<file path="src/shared/dvtd_pkg.sv">
// Constants, register layout and types for the duty-to-voltage target block
//
// Operation
// - Bit 15 of the transition control register picks comparison of target against reference (0) or on-time change (1) as the transition trigger.
// - Bit 14 of the transition control register enables the slow filter synchronising function.
// - With synchronising enabled and a non-zero interval, a slow filter hysteresis output unchanged for the whole check interval is loaded with its input.
// - A transition is classed downward when the reference exceeds the target plus the 4-bit threshold at bits 13:10.
// - A transition is classed upward when the reference is below the target minus the 4-bit threshold at bits 9:6.
// - Settled in on-time mode, an on-time drop above the 3-bit threshold at bits 5:3 (5 ns steps) starts a downward transition.
// - Settled in on-time mode, an on-time rise above the 3-bit threshold at bits 2:0 (5 ns steps) starts an upward transition.
// - Settled uses the slow filter result as reference, and any transition switches it to the fast filter result.
// - Gain register bits 15:11 ignore writes and read as zero.
// - The target code is the measured on-time times the gain plus the minimum output code.
// - Settled in comparison mode, target below reference minus start-down threshold goes down and above reference plus start-up threshold goes up.
// - In a downward transition, reference below target plus the end threshold returns the reference to the slow filter.
// - The synchronising check interval is a 5-bit field in 100 us steps.
package dvtd_pkg;

    // ----------------------------------------------------------------
    // Register command codes
    // ----------------------------------------------------------------
    localparam logic [7:0] CMD_START_CONTROL = 8'hb1;
    localparam logic [7:0] CMD_TRANSITION_CONTROL = 8'hb2;
    localparam logic [7:0] CMD_GAIN = 8'hb3;
    localparam logic [7:0] CMD_FLOOR = 8'hb4;

    localparam logic [15:0] RESET_CONTROL = 16'h0000;
    localparam logic [15:0] RESET_GAIN = 16'h0000;
    localparam logic [15:0] RESET_FLOOR = 16'h0000;
    localparam logic [15:0] GAIN_FIELD_MASK = 16'h07ff;

    // ----------------------------------------------------------------
    // Widths and timing
    // ----------------------------------------------------------------
    localparam int CODE_W = 16;
    localparam int GAIN_W = 11;
    localparam int GAIN_FRAC = 9;
    localparam int CLK_PERIOD_NS = 25;
    localparam int ONTIME_LSB_NS = 5;
    localparam logic [15:0] ONTIME_INC = 16'(CLK_PERIOD_NS / ONTIME_LSB_NS);
    localparam logic [15:0] ONTIME_MAX = 16'hffff;
    localparam int CHECK_STEP_US = 100;
    localparam int CHECK_STEP_CYC = CHECK_STEP_US * 1000 / CLK_PERIOD_NS;
    localparam logic [15:0] HYST_BAND = 16'h0002;

    // ----------------------------------------------------------------
    // Field layouts
    // ----------------------------------------------------------------
    typedef struct packed {
        logic trig_by_ontime;
        logic slow_filter_sync_enable;
        logic [3:0] down_direction_threshold;
        logic [3:0] up_direction_threshold;
        logic [2:0] ontime_drop_threshold;
        logic [2:0] ontime_rise_threshold;
    } dvtd_ctrl_t;

    typedef struct packed {
        logic [2:0] down_start_threshold;
        logic [2:0] up_start_threshold;
        logic [2:0] down_end_threshold;
        logic [4:0] sync_check_interval;
        logic [1:0] slow_average_window;
    } dvtd_start_t;

    typedef struct packed {
        logic [CODE_W-1:0] fast_code;
        logic [CODE_W-1:0] slow_code;
        logic [CODE_W-1:0] min_output_code;
    } dvtd_codes_t;

    typedef enum logic [1:0] {
        ST_SETTLED,
        ST_DOWN,
        ST_UP
    } dvtd_state_t;

endpackage : dvtd_pkg

</file>
<file path="src/hdl/dvtd_slow_hyst.sv">
// Hysteresis stage on the slow filter output with its synchronising option
`timescale 1ns/10ps
module dvtd_slow_hyst
    import dvtd_pkg::*;
(
    input wire logic i_core_clk,
    input wire logic i_rstn,
    input wire logic [CODE_W-1:0] i_code,
    input wire logic i_sync_en,
    input wire logic [4:0] i_check_steps,
    output logic [CODE_W-1:0] o_code
);

    logic [CODE_W-1:0] out_reg;
    logic [16:0] idle_cnt_reg;
    logic [16:0] idle_cnt_next;
    wire [CODE_W-1:0] diff = (i_code > out_reg) ? i_code - out_reg
                                                : out_reg - i_code;
    wire jump = diff > HYST_BAND;
    // Zero interval means no synchronising; the wrapped limit would otherwise copy every 131072 cycles
    wire [16:0] limit = 17'(i_check_steps * CHECK_STEP_CYC);
    wire sync_hit = i_sync_en && (i_check_steps != 5'h0)
                    && (idle_cnt_reg >= limit - 17'h1);

    assign idle_cnt_next = (jump || sync_hit || !i_sync_en) ? 17'h0
                           : idle_cnt_reg + 17'h1;

    always_ff @(posedge i_core_clk or negedge i_rstn)
    begin
        if (!i_rstn)
        begin
            out_reg <= '0;
            idle_cnt_reg <= '0;
        end
        else
        begin
            if (jump || sync_hit)
                out_reg <= i_code;
            idle_cnt_reg <= idle_cnt_next;
        end
    end

    assign o_code = out_reg;
endmodule : dvtd_slow_hyst

</file>
<file path="src/hdl/dvtd_target_detect.sv">
// Duty command to target code, transition detection and reference choice
`timescale 1ns/10ps
module dvtd_target_detect
    import dvtd_pkg::*;
(
    input wire logic i_core_clk,
    input wire logic i_rstn,
    input wire logic i_duty_voltage_command,
    input wire logic [CODE_W-1:0] i_fast_filter_code,
    input wire logic [CODE_W-1:0] i_slow_filter_code,
    input wire logic [CODE_W-1:0] i_min_output_code,
    input wire logic [7:0] i_reg_cmd,
    input wire logic i_reg_wr,
    input wire logic i_reg_rd,
    input wire logic [15:0] i_reg_wdata,
    output logic [15:0] o_reg_rdata,
    output logic o_reg_ack,
    output logic [CODE_W-1:0] o_target_voltage_code,
    output logic [CODE_W-1:0] o_output_reference,
    output logic o_transition_active,
    output logic o_transition_down,
    output logic o_direction_down,
    output logic o_direction_up
);

    // ----------------------------------------------------------------
    // Helpers
    // ----------------------------------------------------------------
    function automatic logic [16:0] f_add(input logic [CODE_W-1:0] a,
                                          input logic [CODE_W-1:0] b);
        f_add = {1'b0, a} + {1'b0, b};
    endfunction : f_add

    function automatic logic [CODE_W-1:0] f_target(
        input logic [15:0] ontime, input logic [GAIN_W-1:0] gain,
        input logic [CODE_W-1:0] min_code);
        logic [26:0] prod;
        logic [18:0] sum;
        prod = {11'h0, ontime} * {16'h0, gain};
        sum = {1'b0, prod[26:GAIN_FRAC]} + {3'h0, min_code};
        // Saturate rather than wrap to a low code on overflow
        f_target = (sum > 19'h0ffff) ? '1 : sum[CODE_W-1:0];
    endfunction : f_target

    // ----------------------------------------------------------------
    // Registers
    // ----------------------------------------------------------------
    dvtd_ctrl_t ctrl_reg;
    dvtd_start_t start_reg;
    logic [GAIN_W-1:0] gain_reg;
    logic [15:0] floor_reg;
    logic [15:0] rdata_reg;
    logic ack_reg;
    logic [15:0] rdata_next;

    wire wr_ctrl = i_reg_wr && (i_reg_cmd == CMD_TRANSITION_CONTROL);
    wire wr_start = i_reg_wr && (i_reg_cmd == CMD_START_CONTROL);
    wire wr_gain = i_reg_wr && (i_reg_cmd == CMD_GAIN);
    wire wr_floor = i_reg_wr && (i_reg_cmd == CMD_FLOOR);

    always_comb
    begin
        case (i_reg_cmd)
            CMD_START_CONTROL: rdata_next = start_reg;
            CMD_TRANSITION_CONTROL: rdata_next = ctrl_reg;
            CMD_GAIN: rdata_next = {5'h0, gain_reg};
            CMD_FLOOR: rdata_next = floor_reg;
            default: rdata_next = 16'h0000;
        endcase
    end

    // Floor parameter is held for the downstream filters, not used here
    always_ff @(posedge i_core_clk or negedge i_rstn)
    begin
        if (!i_rstn)
        begin
            ctrl_reg <= RESET_CONTROL;
            start_reg <= RESET_CONTROL;
            gain_reg <= RESET_GAIN[GAIN_W-1:0];
            floor_reg <= RESET_FLOOR;
            rdata_reg <= '0;
            ack_reg <= 1'b0;
        end
        else
        begin
            if (wr_ctrl)
                ctrl_reg <= i_reg_wdata;
            if (wr_start)
                start_reg <= i_reg_wdata;
            if (wr_gain)
                gain_reg <= i_reg_wdata[GAIN_W-1:0];
            if (wr_floor)
                floor_reg <= i_reg_wdata;
            if (i_reg_rd)
                rdata_reg <= rdata_next;
            ack_reg <= i_reg_rd || i_reg_wr;
        end
    end

    assign o_reg_rdata = rdata_reg;
    assign o_reg_ack = ack_reg;

    // ----------------------------------------------------------------
    // On-time measurement
    // ----------------------------------------------------------------
    logic pwm_meta_reg;
    logic pwm_sync_reg;
    logic pwm_last_reg;
    logic [15:0] count_reg;
    logic [15:0] ontime_reg;
    logic [15:0] prev_ontime_reg;
    logic meas_reg;

    wire pwm_fall = pwm_last_reg && !pwm_sync_reg;
    // Long highs clamp instead of wrapping back to a short on-time
    wire [15:0] count_next = !pwm_sync_reg ? 16'h0
        : (count_reg > ONTIME_MAX - ONTIME_INC) ? ONTIME_MAX
        : count_reg + ONTIME_INC;

    always_ff @(posedge i_core_clk or negedge i_rstn)
    begin
        if (!i_rstn)
        begin
            pwm_meta_reg <= 1'b0;
            pwm_sync_reg <= 1'b0;
            pwm_last_reg <= 1'b0;
            count_reg <= '0;
            ontime_reg <= '0;
            prev_ontime_reg <= '0;
            meas_reg <= 1'b0;
        end
        else
        begin
            pwm_meta_reg <= i_duty_voltage_command;
            pwm_sync_reg <= pwm_meta_reg;
            pwm_last_reg <= pwm_sync_reg;
            count_reg <= count_next;
            meas_reg <= pwm_fall;
            if (pwm_fall)
            begin
                ontime_reg <= count_reg;
                prev_ontime_reg <= ontime_reg;
            end
        end
    end

    // ----------------------------------------------------------------
    // Target, slow path and decisions
    // ----------------------------------------------------------------
    logic [CODE_W-1:0] slow_code;
    dvtd_codes_t codes;
    assign codes = '{fast_code: i_fast_filter_code,
                     slow_code: i_slow_filter_code,
                     min_output_code: i_min_output_code};

    dvtd_slow_hyst u_slow_hyst (
        .i_core_clk(i_core_clk),
        .i_rstn(i_rstn),
        .i_code(codes.slow_code),
        .i_sync_en(ctrl_reg.slow_filter_sync_enable),
        .i_check_steps(start_reg.sync_check_interval),
        .o_code(slow_code)
    );

    dvtd_state_t state_reg;
    dvtd_state_t state_next;
    logic [CODE_W-1:0] target_reg;
    logic [CODE_W-1:0] ref_reg;
    logic dir_down_reg;
    logic dir_up_reg;

    wire [CODE_W-1:0] target =
        f_target(ontime_reg, gain_reg, codes.min_output_code);
    wire [16:0] ref_wide = {1'b0, ref_reg};
    wire [16:0] tgt_wide = {1'b0, target};
    wire cmp_down = f_add(target,
        16'(start_reg.down_start_threshold)) < ref_wide;
    wire cmp_up = tgt_wide > f_add(ref_reg,
        16'(start_reg.up_start_threshold));
    wire on_drop = (prev_ontime_reg > ontime_reg) &&
        (prev_ontime_reg - ontime_reg > 16'(ctrl_reg.ontime_drop_threshold));
    wire on_rise = (ontime_reg > prev_ontime_reg) &&
        (ontime_reg - prev_ontime_reg > 16'(ctrl_reg.ontime_rise_threshold));
    wire go_down = ctrl_reg.trig_by_ontime ? on_drop : cmp_down;
    wire go_up = ctrl_reg.trig_by_ontime ? on_rise : cmp_up;
    wire end_down = ref_wide < f_add(target,
        16'(start_reg.down_end_threshold));
    // Upward end mirrors the downward one with the same band
    wire end_up = f_add(ref_reg,
        16'(start_reg.down_end_threshold)) > tgt_wide;
    wire is_down_dir = ref_wide > f_add(target,
        16'(ctrl_reg.down_direction_threshold));
    wire is_up_dir = f_add(ref_reg,
        16'(ctrl_reg.up_direction_threshold)) < tgt_wide;

    always_comb
    begin
        state_next = state_reg;
        case (state_reg)
            ST_SETTLED:
            begin
                if (meas_reg && go_down)
                    state_next = ST_DOWN;
                else if (meas_reg && go_up)
                    state_next = ST_UP;
            end
            ST_DOWN:
            begin
                if (meas_reg && end_down)
                    state_next = ST_SETTLED;
            end
            ST_UP:
            begin
                if (meas_reg && end_up)
                    state_next = ST_SETTLED;
            end
            default: state_next = ST_SETTLED;
        endcase
    end

    wire [CODE_W-1:0] ref_next = (state_next == ST_SETTLED) ? slow_code
                                 : codes.fast_code;

    always_ff @(posedge i_core_clk or negedge i_rstn)
    begin
        if (!i_rstn)
        begin
            state_reg <= ST_SETTLED;
            target_reg <= '0;
            ref_reg <= '0;
            dir_down_reg <= 1'b0;
            dir_up_reg <= 1'b0;
        end
        else
        begin
            state_reg <= state_next;
            ref_reg <= ref_next;
            if (meas_reg)
            begin
                target_reg <= target;
                dir_down_reg <= is_down_dir;
                dir_up_reg <= is_up_dir;
            end
        end
    end

    assign o_target_voltage_code = target_reg;
    assign o_output_reference = ref_reg;
    assign o_transition_active = (state_reg != ST_SETTLED);
    assign o_transition_down = (state_reg == ST_DOWN);
    assign o_direction_down = dir_down_reg;
    assign o_direction_up = dir_up_reg;
endmodule : dvtd_target_detect

</file>
<file path="config.mk">
export PLATFORM = sky130hd
export DESIGN_NAME = dvtd_target_detect
export DESIGN_NICKNAME = d
export VERILOG_FILES = /design/src/shared/dvtd_pkg.sv /design/src/hdl/dvtd_slow_hyst.sv /design/src/hdl/dvtd_target_detect.sv
export SDC_FILE = /design/constraint.sdc
export NUM_CORES = 1
export LEC_CHECK = 0
export ABC_AREA = 1
export BUFFER_PORTS_ARGS = -buffer_cell sky130_fd_sc_hd__buf_2
export CORE_ASPECT_RATIO = 1.25
export CORE_MARGIN = 5
export CORE_UTILIZATION = 69
export CTS_CLUSTER_SIZE = 16
export DETAILED_ROUTE_END_ITERATION = 10
export PLACE_DENSITY_LB_ADDON = 0.2
export SYNTH_ARGS = -nofsm -noshare
export SYNTH_HDL_FRONTEND = slang
export SYNTH_SLANG_ARGS = --single-unit
</file>
<file path="constraint.sdc">
create_clock -name i_core_clk -period 25 [get_ports i_core_clk]
set_clock_uncertainty 0.2 [all_clocks]
set_input_delay 2.5 -clock i_core_clk [delete_from_list [all_inputs] [get_ports i_core_clk]]
set_output_delay 2.5 -clock i_core_clk [all_outputs]
set_load 0.01 [all_outputs]
</file>
### Word-level counts from Yosys, hierarchy flattened

Index checks and enable logic that the tools add are counted.

| storage, ports and cells | value |
|---|---|
| bits in registers | 197 |
| input bits | 77 |
| output and inout port bits | 53 |
| word-level logic and storage cells | 102 |

| cells by class | value |
|---|---|
| add/sub/neg operators | 14 |
| $mul | 2 |
| $lt $le $gt $ge | 15 |
| eq/ne operators | 6 |
| multiplexer cells | 14 |
| reductions and logical operators | 22 |

Operators with widths:

| kind | count |
|---|---|
| 16-bit two-way mux | 5 |
| 16-bit by 3-bit adder with 17-bit output | 4 |
| 16-bit case mux with 4 select lines | 1 |
| 16-bit subtractor | 4 |
| 16-bit > comparator | 3 |
| 16-bit by 4-bit adder with 17-bit output | 2 |
| 16-bit by 17-bit > comparator with 1-bit output | 2 |
| 17-bit by 16-bit less-than comparator with 1-bit output | 2 |
| 8-bit equality test, second input constant | 4 |
| 16-bit by 3-bit > comparator with 1-bit output | 2 |
| 16-bit by 11-bit multiplier with 27-bit output | 1 |
| 18-bit by 16-bit adder with 19-bit output | 1 |
| 19-bit by 16-bit > comparator with 1-bit output, second input constant | 1 |
| 17-bit by 1-bit adder with 17-bit output, second input constant | 1 |
| 17-bit greater-or-equal comparator | 1 |
| 17-bit by 16-bit > comparator with 1-bit output | 1 |
| 16-bit by 17-bit less-than comparator with 1-bit output | 1 |
| 17-bit two-way mux | 1 |
| 17-bit by 1-bit subtractor with 17-bit output, second input constant | 1 |
| 16-bit by 3-bit adder with 16-bit output, second input constant | 1 |
| 16-bit > comparator, second input constant | 1 |
| 16-bit by 2-bit > comparator with 1-bit output, second input constant | 1 |
| 1-bit logical AND | 13 |
| 5-bit by 7-bit multiplier with 12-bit output, second input constant | 1 |
| 10 further kinds | 18 |

### Logic depth before layout (Yosys ltp)

Gate-level depths: netlist (run 1).

| logic depth | value |
|---|---|
| depth in word-level cells | 12 |
| gate-level depth with buffers | 65 |
| depth with buffers taken out | 61 |

### By module

A second synthesis (run 1) with hierarchy kept.

| unflattened totals | value |
|---|---|
| cell total of the unflattened synthesis | 3,350 |
| area, all modules | 24,249.5 µm² |

Modules (own cells, without submodules):

| module | times used | cells each | area each (µm²) | seq. area each (µm²) |
|---|---|---|---|---|
| dvtd_target_detect | 1 | 2,597 | 19,314.8 | 4,103.9 |
| dvtd_slow_hyst | 1 | 753 | 4,934.7 | 825.8 |

### Least setup slack after synthesis (run 1)

OpenSTA, ideal clock, no wires.

| timing path | value |
|---|---|
| path type | register to register |
| start | register gain_reg[4] |
| end | register ref_reg[10] (netlist: o_output_reference[10]) |
| setup time | 0.115 ns |
| data arrival time | 9.611 ns |
| data required time | 24.685 ns |
| path slack | 15.074 ns |
| stages on the path, launching flop included | 60 |
| buffers on the path | 4 |
| period minus slack after synthesis | 9.926 ns |
| cells stage by stage | dfrtp_1 > clkbuf_1 > clkbuf_1 > nand2_1 > fa_1 > fa_1 > fa_1 > inv_1 > fa_1 > inv_1 > fa_1 > inv_1 > ha_1 > inv_1 > o21bai_1 > nor2_1 > nand2_2 > a21oi_1 > [24 not listed] > inv_1 > ha_1 > nand4_1 > nor4b_1 > nor2_1 > o221ai_1 > nand2_1 > nand2_1 > a21oi_1 > nand2_1 > nand2_2 > nand3_2 > nand2_4 > inv_4 > nand3_4 > buf_12 > nand2_4 > nand2_2 |

| between the ends | value |
|---|---|
| longest elaborated chain between the ends | 12 |
| elaborated cells between the ends (all ways) | 23 |
| those cells by class | 3 x add/sub; 1 x mul; 5 x order compare; 9 x mux; 5 x reduce/logical |

Ends and longest elaborated chain:

| element | RTL line | source |
|---|---|---|
| start: declaration | dvtd_target_detect.sv:50 | `logic [GAIN_W-1:0] gain_reg;` |
| start signal: assignment | dvtd_target_detect.sv:79 | `gain_reg <= RESET_GAIN[GAIN_W-1:0];` |
| start signal: assignment | dvtd_target_detect.sv:91 | `gain_reg <= i_reg_wdata[GAIN_W-1:0];` |
| 16-bit by 11-bit multiplier with 27-bit output (*) | dvtd_target_detect.sv:39 | `prod = {11'h0, ontime} * {16'h0, gain};` |
| 18-bit by 16-bit adder with 19-bit output (*) | dvtd_target_detect.sv:40 | `sum = {1'b0, prod[26:GAIN_FRAC]} + {3'h0, min_code};` |
| 19-bit by 16-bit > comparator with 1-bit output | dvtd_target_detect.sv:42 | `f_target = (sum > 19'h0ffff) ? '1 : sum[CODE_W-1:0];` |
| 16-bit two-way mux (*) | dvtd_target_detect.sv:42 |  |
| named net target[1] | dvtd_target_detect.sv:172 | `wire [CODE_W-1:0] target =` |
| 16-bit by 3-bit adder with 17-bit output / 16-bit by 17-bit > comparator with 1-bit output (equally long branches) | dvtd_target_detect.sv:31, dvtd_target_detect.sv:178 |  |
| 17-bit by 16-bit less-than comparator with 1-bit output / 1-bit two-way mux (equally long branches) | dvtd_target_detect.sv:177, dvtd_target_detect.sv:185 |  |
| 1-bit two-way mux / 1-bit logical AND (equally long branches) | dvtd_target_detect.sv:184, dvtd_target_detect.sv:204 |  |
| 1-bit logical AND / 2-bit two-way mux (equally long branches) | dvtd_target_detect.sv:202, dvtd_target_detect.sv:204 |  |
| 2-bit two-way mux | dvtd_target_detect.sv:202 | `if (meas_reg && go_down)` |
| 2-bit case mux with 3 select lines (*) | dvtd_target_detect.sv:199 | `case (state_reg)` |
| named net state_next[0] | dvtd_target_detect.sv:166 | `dvtd_state_t state_next;` |
| 2-bit zero test (*) | dvtd_target_detect.sv:221 | `wire [CODE_W-1:0] ref_next = (state_next == ST_SETTLED) ? slow_code` |
| 16-bit two-way mux (*) | dvtd_target_detect.sv:221 |  |
| named net ref_next[10] | dvtd_target_detect.sv:221 |  |
| end signal: assignment | dvtd_target_detect.sv:237 | `ref_reg <= ref_next;` |
| end: declaration | dvtd_target_detect.sv:168 | `logic [CODE_W-1:0] ref_reg;` |

The timed path passes the listed nets; every way through them passes the cells marked *.
A chain may end at the register's enable or synchronous reset.

### Worst setup path after layout (run 1)

| timing path | value |
|---|---|
| start | register gain_reg[4] |
| end | register ref_reg[2] (netlist: o_output_reference[2]) |

Same word-level chain as after synthesis.

==> out/metrics.csv, run 1 <==
stage,metric,value,unit
outcome,status,finished clean,
yosys,post_synth_instance_area,23900,um2
floorplan,start_util,69.6,%
power,p_per_area,54.2,nW/um2
timing,total_count_of_hold_check_failures_in_the_final_report,0,
yosys,yosys.area_share.adder,27.9,%
drt,antenna_left,0,
global_routing,first_global_vias,21800,
global_routing,antenna_violations_before_repair,5,
global_routing,grt_use_total,35.4,%
clocking,post_cts.repair.setup_buffers,0,
placement,place.gp.congestion,0.986,
yosys,synthXorXnorAreaFrac,6.86,%
timing,finalHoldWorstSlack,0.158,ns
job,max_cap_viol_count,0,
drt,drt-initial-drc-count,1980,
worst_setup_path,worst_path_most_repeated_cell,nand2_1,
clocking,post_cts.resized_instances,0,
cells_and_area,final_common_cell,nand2_1,
yosys,synth_cells,3161,
yosys,largest_family_of_logic_cells_by_synthesized_area,adder cells,
placement,place.port_buffers,129,
worst_setup_path,worstPathRequired,25.14,ns
yosys,ys_warn_count,0,
worst_setup_path,crit_path_start_kind,register,
cells_and_area,design_area,25300,um2
drt,totalWireLength,67.5,mm
global_routing,congestion_overflow_gr,0,
worst_setup_path,crit_path_end_kind,register,
clocking,tritoncts,done,
floorplan,boundaryPins,130,
timing,period_minus_slack,12.01,ns
timing,timing.max_slew.rel_slack,29.6,%
timing,timing.setup.tns,0,ns
timing,timing.final.max_slew_violations,0,
timing,timing.final.crit_share,48.1,%
clocking,cts.path.max_buffers,2,
floorplan,area_enclosed_by_the_die_boundary,38400,um2
power,power.static_leakage,14.0,nW
global_routing,grt_first_pass_wirelength,109,mm
yosys,synth_simple_gate_area_share,22.1,%
cells_and_area,final_cell_mix,"nand2_1, inv_1, ha_1",
cells_and_area,layout.filler_cells,2625,
timing,rsz0062_at_grt,no,
worst_setup_path,timing.critical_path.slowest_cell_delay,0.75,ns
yosys,synth_ff_type,dfrtp_1,
floorplan,std_cell_rows,76,
clocking,cts_hold_repair.buffers,0,
cells_and_area,area_growth_syn_to_layout,6.05,%
yosys,postSynthAreaPerCell,7.55,um2
drt,remaining_drc_errors,0,
drt,vias,21500,
drt,post_drt_wl_per_cell,18.2,um
yosys,yosys.cell_types.count,69,
cells_and_area,largest_register_ffs,17,
clocking,cts.root.buffer_cell,clkbuf_16,
worst_setup_path,worst-setup-path-type,register to register,
placement,placed_area,24700,um2
floorplan,dieHeight,218,um
clocking,tritoncts.num_buffers,17,
clocking,worst_setup_hold_path_clk_slew,0.08,ns
worst_setup_path,worstPathArrival,12.15,ns
drt,vias_per_cell,5.80,
yosys,seq_area_frac_synth,20.6,%
worst_setup_path,path_delay_family,simple AND/OR/NAND/NOR gates,
power,design_power_total,1.37,mW
yosys,async_set_reset_flop_share_out_of_synthesis,100,%
timing,finalSetupViolations,0,
yosys,synth_enable_flop_cells,0,
timing,tightest_slew,1.06,ns
worst_setup_path,crit_path_top_delay_cell,dfrtp_1,
power,peakVddDrop,0.0428,mV
cells_and_area,fraction_of_final_layout_cells_with_drive_strength_greater_than_1,9.21,%
yosys,synth_fp_nets,3683,
placement,dp_hpwl,54.6,mm
floorplan,die-width,176,um
clocking,htree_num_levels,4,
timing,maxClockFrequency,0.0832,GHz
clocking,cts.sinks,197,
yosys,synthesized_area_fraction_occupied_by_ao_oa_aoi_and_oai_cells,10.9,%
worst_hold_path,hold_path.class,register to register,
yosys,synthMuxAreaShare,0.686,%
worst_setup_path,cp.buffers_inverters,9,
cells_and_area,num-nets-final,3744,
drt,first_pass_iters,6,
yosys,number_of_synthesized_register_bits,197,
floorplan,core-area,34300,um2
worst_setup_path,crit_path_max_fanout,20,
global_routing,pin_count_of_the_biggest_net_entering_global_routing,116,
clocking,worst_skew_pair.late_latency,0.46,ns
## synth_stat cells, types with 27 or more instances
cell type,count,area [um2]
nand2_1,732,2750
inv_1,556,2090
ha_1,300,3750
dfrtp_1,197,4930
o21ai_0,173,866
nor2_1,172,646
a21oi_1,167,836
xor2_1,153,1340
fa_1,145,2900
nand3_1,85,425
clkbuf_1,64,240
nand4_1,58,363
xnor2_1,34,298
nand2_2,32,200
nor3_1,27,135
## kinds of logic (layout without fill, tap and decap cells)
family | Yosys count | in the layout
other cells | 0 | 1
compound gates | 458 | 458
fa+ha+maj | 445 | 445
buf+inv | 672 | 746
flops | 197 | 197
simple gates | 1187 | 1187
mux | 15 | 15
xor+xnor | 187 | 187
## final cells by class
class / count / area [um2] / area share, %
Sequential cell: 197 / 4930 / 19.5
Antenna cell: 1 / 2.50 / 0.00988
Multi-Input combinational cell: 2292 / 16300 / 64.5
Inverter: 580 / 2180 / 8.61
Timing Repair Buffer: 134 / 692 / 2.73
Clock inverter: 11 / 144 / 0.568
Clock buffer: 21 / 450 / 1.78
Tap cell: 468 / 586 / 2.31
## through the flow
stage	utilization, %	cells	setup WS [ns]
after global routing	73.8	3704	11.93
after detailed placement	72.0	3671	13.09
after CTS	73.8	3703	13.00
final	73.8	3704	12.99
after floorplan	-	3161	15.07
after global placement	72.0	3671	13.51
## report_power, final
group	total [mW]	internal (mW)	leakage (nW)	switching [mW]
Clock	0.286	0.153	0.284	0.133
Combinational	0.665	0.243	11.1	0.422
Sequential	0.421	0.348	2.61	0.0732
## per-layer routing
metal / wire length (um) / vias to the layer above / GRT usage (%)
met4: 3670 / 8 / 17.2
met2: 31600 / 1003 / 58.5
li1: - / 10100 / -
met1: 27200 / 10100 / 45.5
met5: 55 / - / 0
met3: 4990 / 237 / 5.90
## final timing paths
check	from	endpoint	slack, ns	cells past startpoint
min in group asynchronous	i_rstn	u_slow_hyst.o_code[13]	1.97	1
worst min-delay path	pwm_meta_reg	pwm_sync_reg	0.16	0
max in group asynchronous	i_rstn	ontime_reg[0]	20.95	2
worst max-delay path	gain_reg[4]	o_output_reference[2]	12.99	55
worst max register to register	gain_reg[4]	o_output_reference[2]	12.99	55
worst min register to register	pwm_meta_reg	pwm_sync_reg	0.16	0
Note: power is estimated with default switching activity, not from simulation.
==> run 2, diff against run 1 <==
Settings changed: CORE_UTILIZATION 69 to 64.
Clock period 25 ns to 12.3 ns, I/O delays scaled along.
==> out/metrics.csv, run 2 (synthesis gave the netlist of run 1 again) <==
stage,metric,value,unit,change
worst_setup_path,worstPathRequired,12.44,ns,-12.70 ns
global_routing,antenna_violations_before_repair,0,,-5
cells_and_area,n_antenna_cell,0,,-1
drt,antenna_left,0,,unchanged
cells_and_area,final_common_cell,nand2_1,,
timing,timing.max_slew.rel_slack,30.7,%,+1.1 points
drt,remaining_drc_errors,0,,unchanged
power,portion_of_total_power_attributed_to_sequential_cells,31.4,%,+0.7 points
cells_and_area,final_core_utilization,68.4,%,-5.4 points
power,p_per_area,107,nW/um2,+98%
drt,vias,21100,,-1.7%
placement,dp_hpwl,54.0,mm,-1.1%
floorplan,area_enclosed_by_the_die_boundary,41300,um2,+7.4%
floorplan,die-width,183,um,+3.6%
clocking,cts.sinks,197,,unchanged
power,peakVddDrop,0.104,mV,+140%
clocking,tritoncts.num_buffers,17,,unchanged
floorplan,std_cell_rows,79,,+3.9%
clocking,worst_skew_pair.late_latency,0.46,ns,about the same
cells_and_area,num-nets-final,3749,,+0.13%
worst_setup_path,crit_path_end_kind,register,,
timing,finalHoldWorstSlack,0.166,ns,+0.00806 ns
clocking,tritoncts,done,,
placement,place.gp.congestion,1.07,,+8.5%
cells_and_area,fraction_of_final_layout_cells_with_drive_strength_greater_than_1,9.58,%,+0.37 points
placement,place_ws,0.764,ns,-12.32 ns
timing,tightest_slew,1.03,ns,-0.0274 ns
power,switching_share,45.7,%,-0.099 points
placement,place.port_buffers,129,,unchanged
floorplan,core-area,37100,um2,+8.0%
worst_setup_path,timing.critical_path.slowest_cell_delay,0.76,ns,about the same
timing,timing.setup.tns,0,ns,unchanged
power,power.static_leakage,14.0,nW,about the same
worst_hold_path,hold_path.startpoint,pwm_meta_reg,,
timing,worst_slack,0.850,ns,-12.14 ns
drt,drt-initial-drc-count,1731,,-13%
job,max_cap_viol_count,0,,unchanged
global_routing,grt_use_total,32.0,%,-3.5 points
cells_and_area,largest_register_ffs,17,,unchanged
timing,rsz0062_at_grt,no,,
worst_setup_path,worstPathArrival,11.59,ns,-0.56 ns
power,switching_power,1.24,mW,+98%
timing,finalSetupViolations,0,,unchanged
global_routing,pin_count_of_the_biggest_net_entering_global_routing,73,,-37%
outcome,status,finished clean,,
worst_setup_path,crit_path_start,ontime_reg[9],,
worst_setup_path,critical_path.reg2reg.startpoint,ontime_reg[9],,
worst_setup_path,worst_path_most_repeated_cell,nand2_1,,
floorplan,dieHeight,226,um,+3.7%
clocking,htree_num_levels,4,,unchanged
timing,timing.final.max_slew_violations,0,,unchanged
cells_and_area,area_growth_syn_to_layout,6.13,%,about the same
clocking,cts.path.max_buffers,2,,unchanged
drt,first_pass_iters,6,,unchanged
drt,totalWireLength,65.8,mm,-2.5%
timing,total_count_of_hold_check_failures_in_the_final_report,0,,unchanged
power,power.combinational.fraction,48.7,%,+0.2 points
power,cellInternalPower,1.48,mW,+99%
cells_and_area,final_cell_mix,"nand2_1, inv_1, ha_1",,
timing,timing.final.crit_share,93.1,%,+45 points
worst_setup_path,crit_path_top_delay_cell,dfrtp_1,,
clocking,cts_hold_repair.buffers,0,,unchanged
worst_setup_path,crit_path_start_kind,register,,
worst_setup_path,crit_path_max_fanout,20,,unchanged
timing,period_minus_slack,11.45,ns,-0.563 ns
global_routing,first_global_vias,21000,,-4.0%
global_routing,grt_first_pass_wirelength,107,mm,-2.5%
power,power.clock.fraction,19.9,%,-1.0 points
clocking,cts.root.buffer_cell,clkbuf_16,,
drt,post_drt_wl_per_cell,17.7,um,-3.0%
clocking,worst_setup_hold_path_clk_slew,0.08,ns,about the same
global_routing,congestion_overflow_gr,0,,unchanged
timing,maxClockFrequency,0.0873,GHz,+4.9%
drt,vias_per_cell,5.67,,-2.2%
worst_hold_path,hold_path.class,register to register,,
floorplan,boundaryPins,130,,unchanged
floorplan,start_util,64.4,%,-5.1 points
worst_setup_path,worst-setup-path-type,register to register,,
==> run 2: changes by cell type in the layout (fill, tap and decap cells not counted), moves of 3 or more <==
cell / delta
dfrtp_2: +6
dfrtp_1: -6
clkinv_4: -3
clkbuf_1: -3
inv_6: +3
buf_4: +5
==> run 2: cell type report <==
class                   count  area, um2
flip-flops and latches    197       4940
fillers                  3184      11700
multi-input cells        2292      16300
repair buffers            139        729
clock inverters            12        120
clock buffers              17        425
inverters                 580       2180
well taps                 486        608
==> run 2: final timing paths <==
check | end | slack [ns] | cells after the start
max | o_output_reference[1] | 0.85 | 56
min | pwm_sync_reg | 0.17 | 0
max reg2reg | o_output_reference[1] | 0.85 | 56
min reg2reg | pwm_sync_reg | 0.17 | 0
max in group asynchronous | gain_reg[2] | 9.14 | 3
min in group asynchronous | o_output_reference[7] | 0.53 | 1
==> run 2: power by group through the flow <==
stage	clock network, mW	registers (mW)	logic [mW]
floorplan	0	0.805	0.981
global placement	0	0.860	1.26
detailed placement	0	0.862	1.30
CTS	0.550	0.849	1.31
global route	0.575	0.860	1.48
finish	0.541	0.855	1.33
==> run 2: layer usage <==
layer,global-route usage (%),part of all wire (%)
met1,42.3,42
met2,53.9,48
met3,4.83,6.8
met4,10.9,3.5
met5,0,0
==> run 2: worst max-delay path, delay by kind of cell, from the launching register on <==
family	cells	cell delay [ns]
adders and majority gates	10	4.29
and+or+nand+nor	26	3.36
AOI/OAI and AO/OA	7	1.20
buffers and inverters	11	1.16
DFF	1	0.76
xor gates and xnor gates	2	0.30
==> run 2: timing repair <==
item	CTS	global route
setup endpoints to repair	0	16
setup buffers	0	0
resized for setup	0	7
==> run 2: per-stage QoR <==
stage	total power, mW	cells	area, um2
finish	2.72	3723	25300
global route	2.92	3723	25300
CTS	2.71	3723	25300
detailed placement	2.16	3694	24800
global placement	2.12	3694	24800
floorplan	1.79	3161	23900
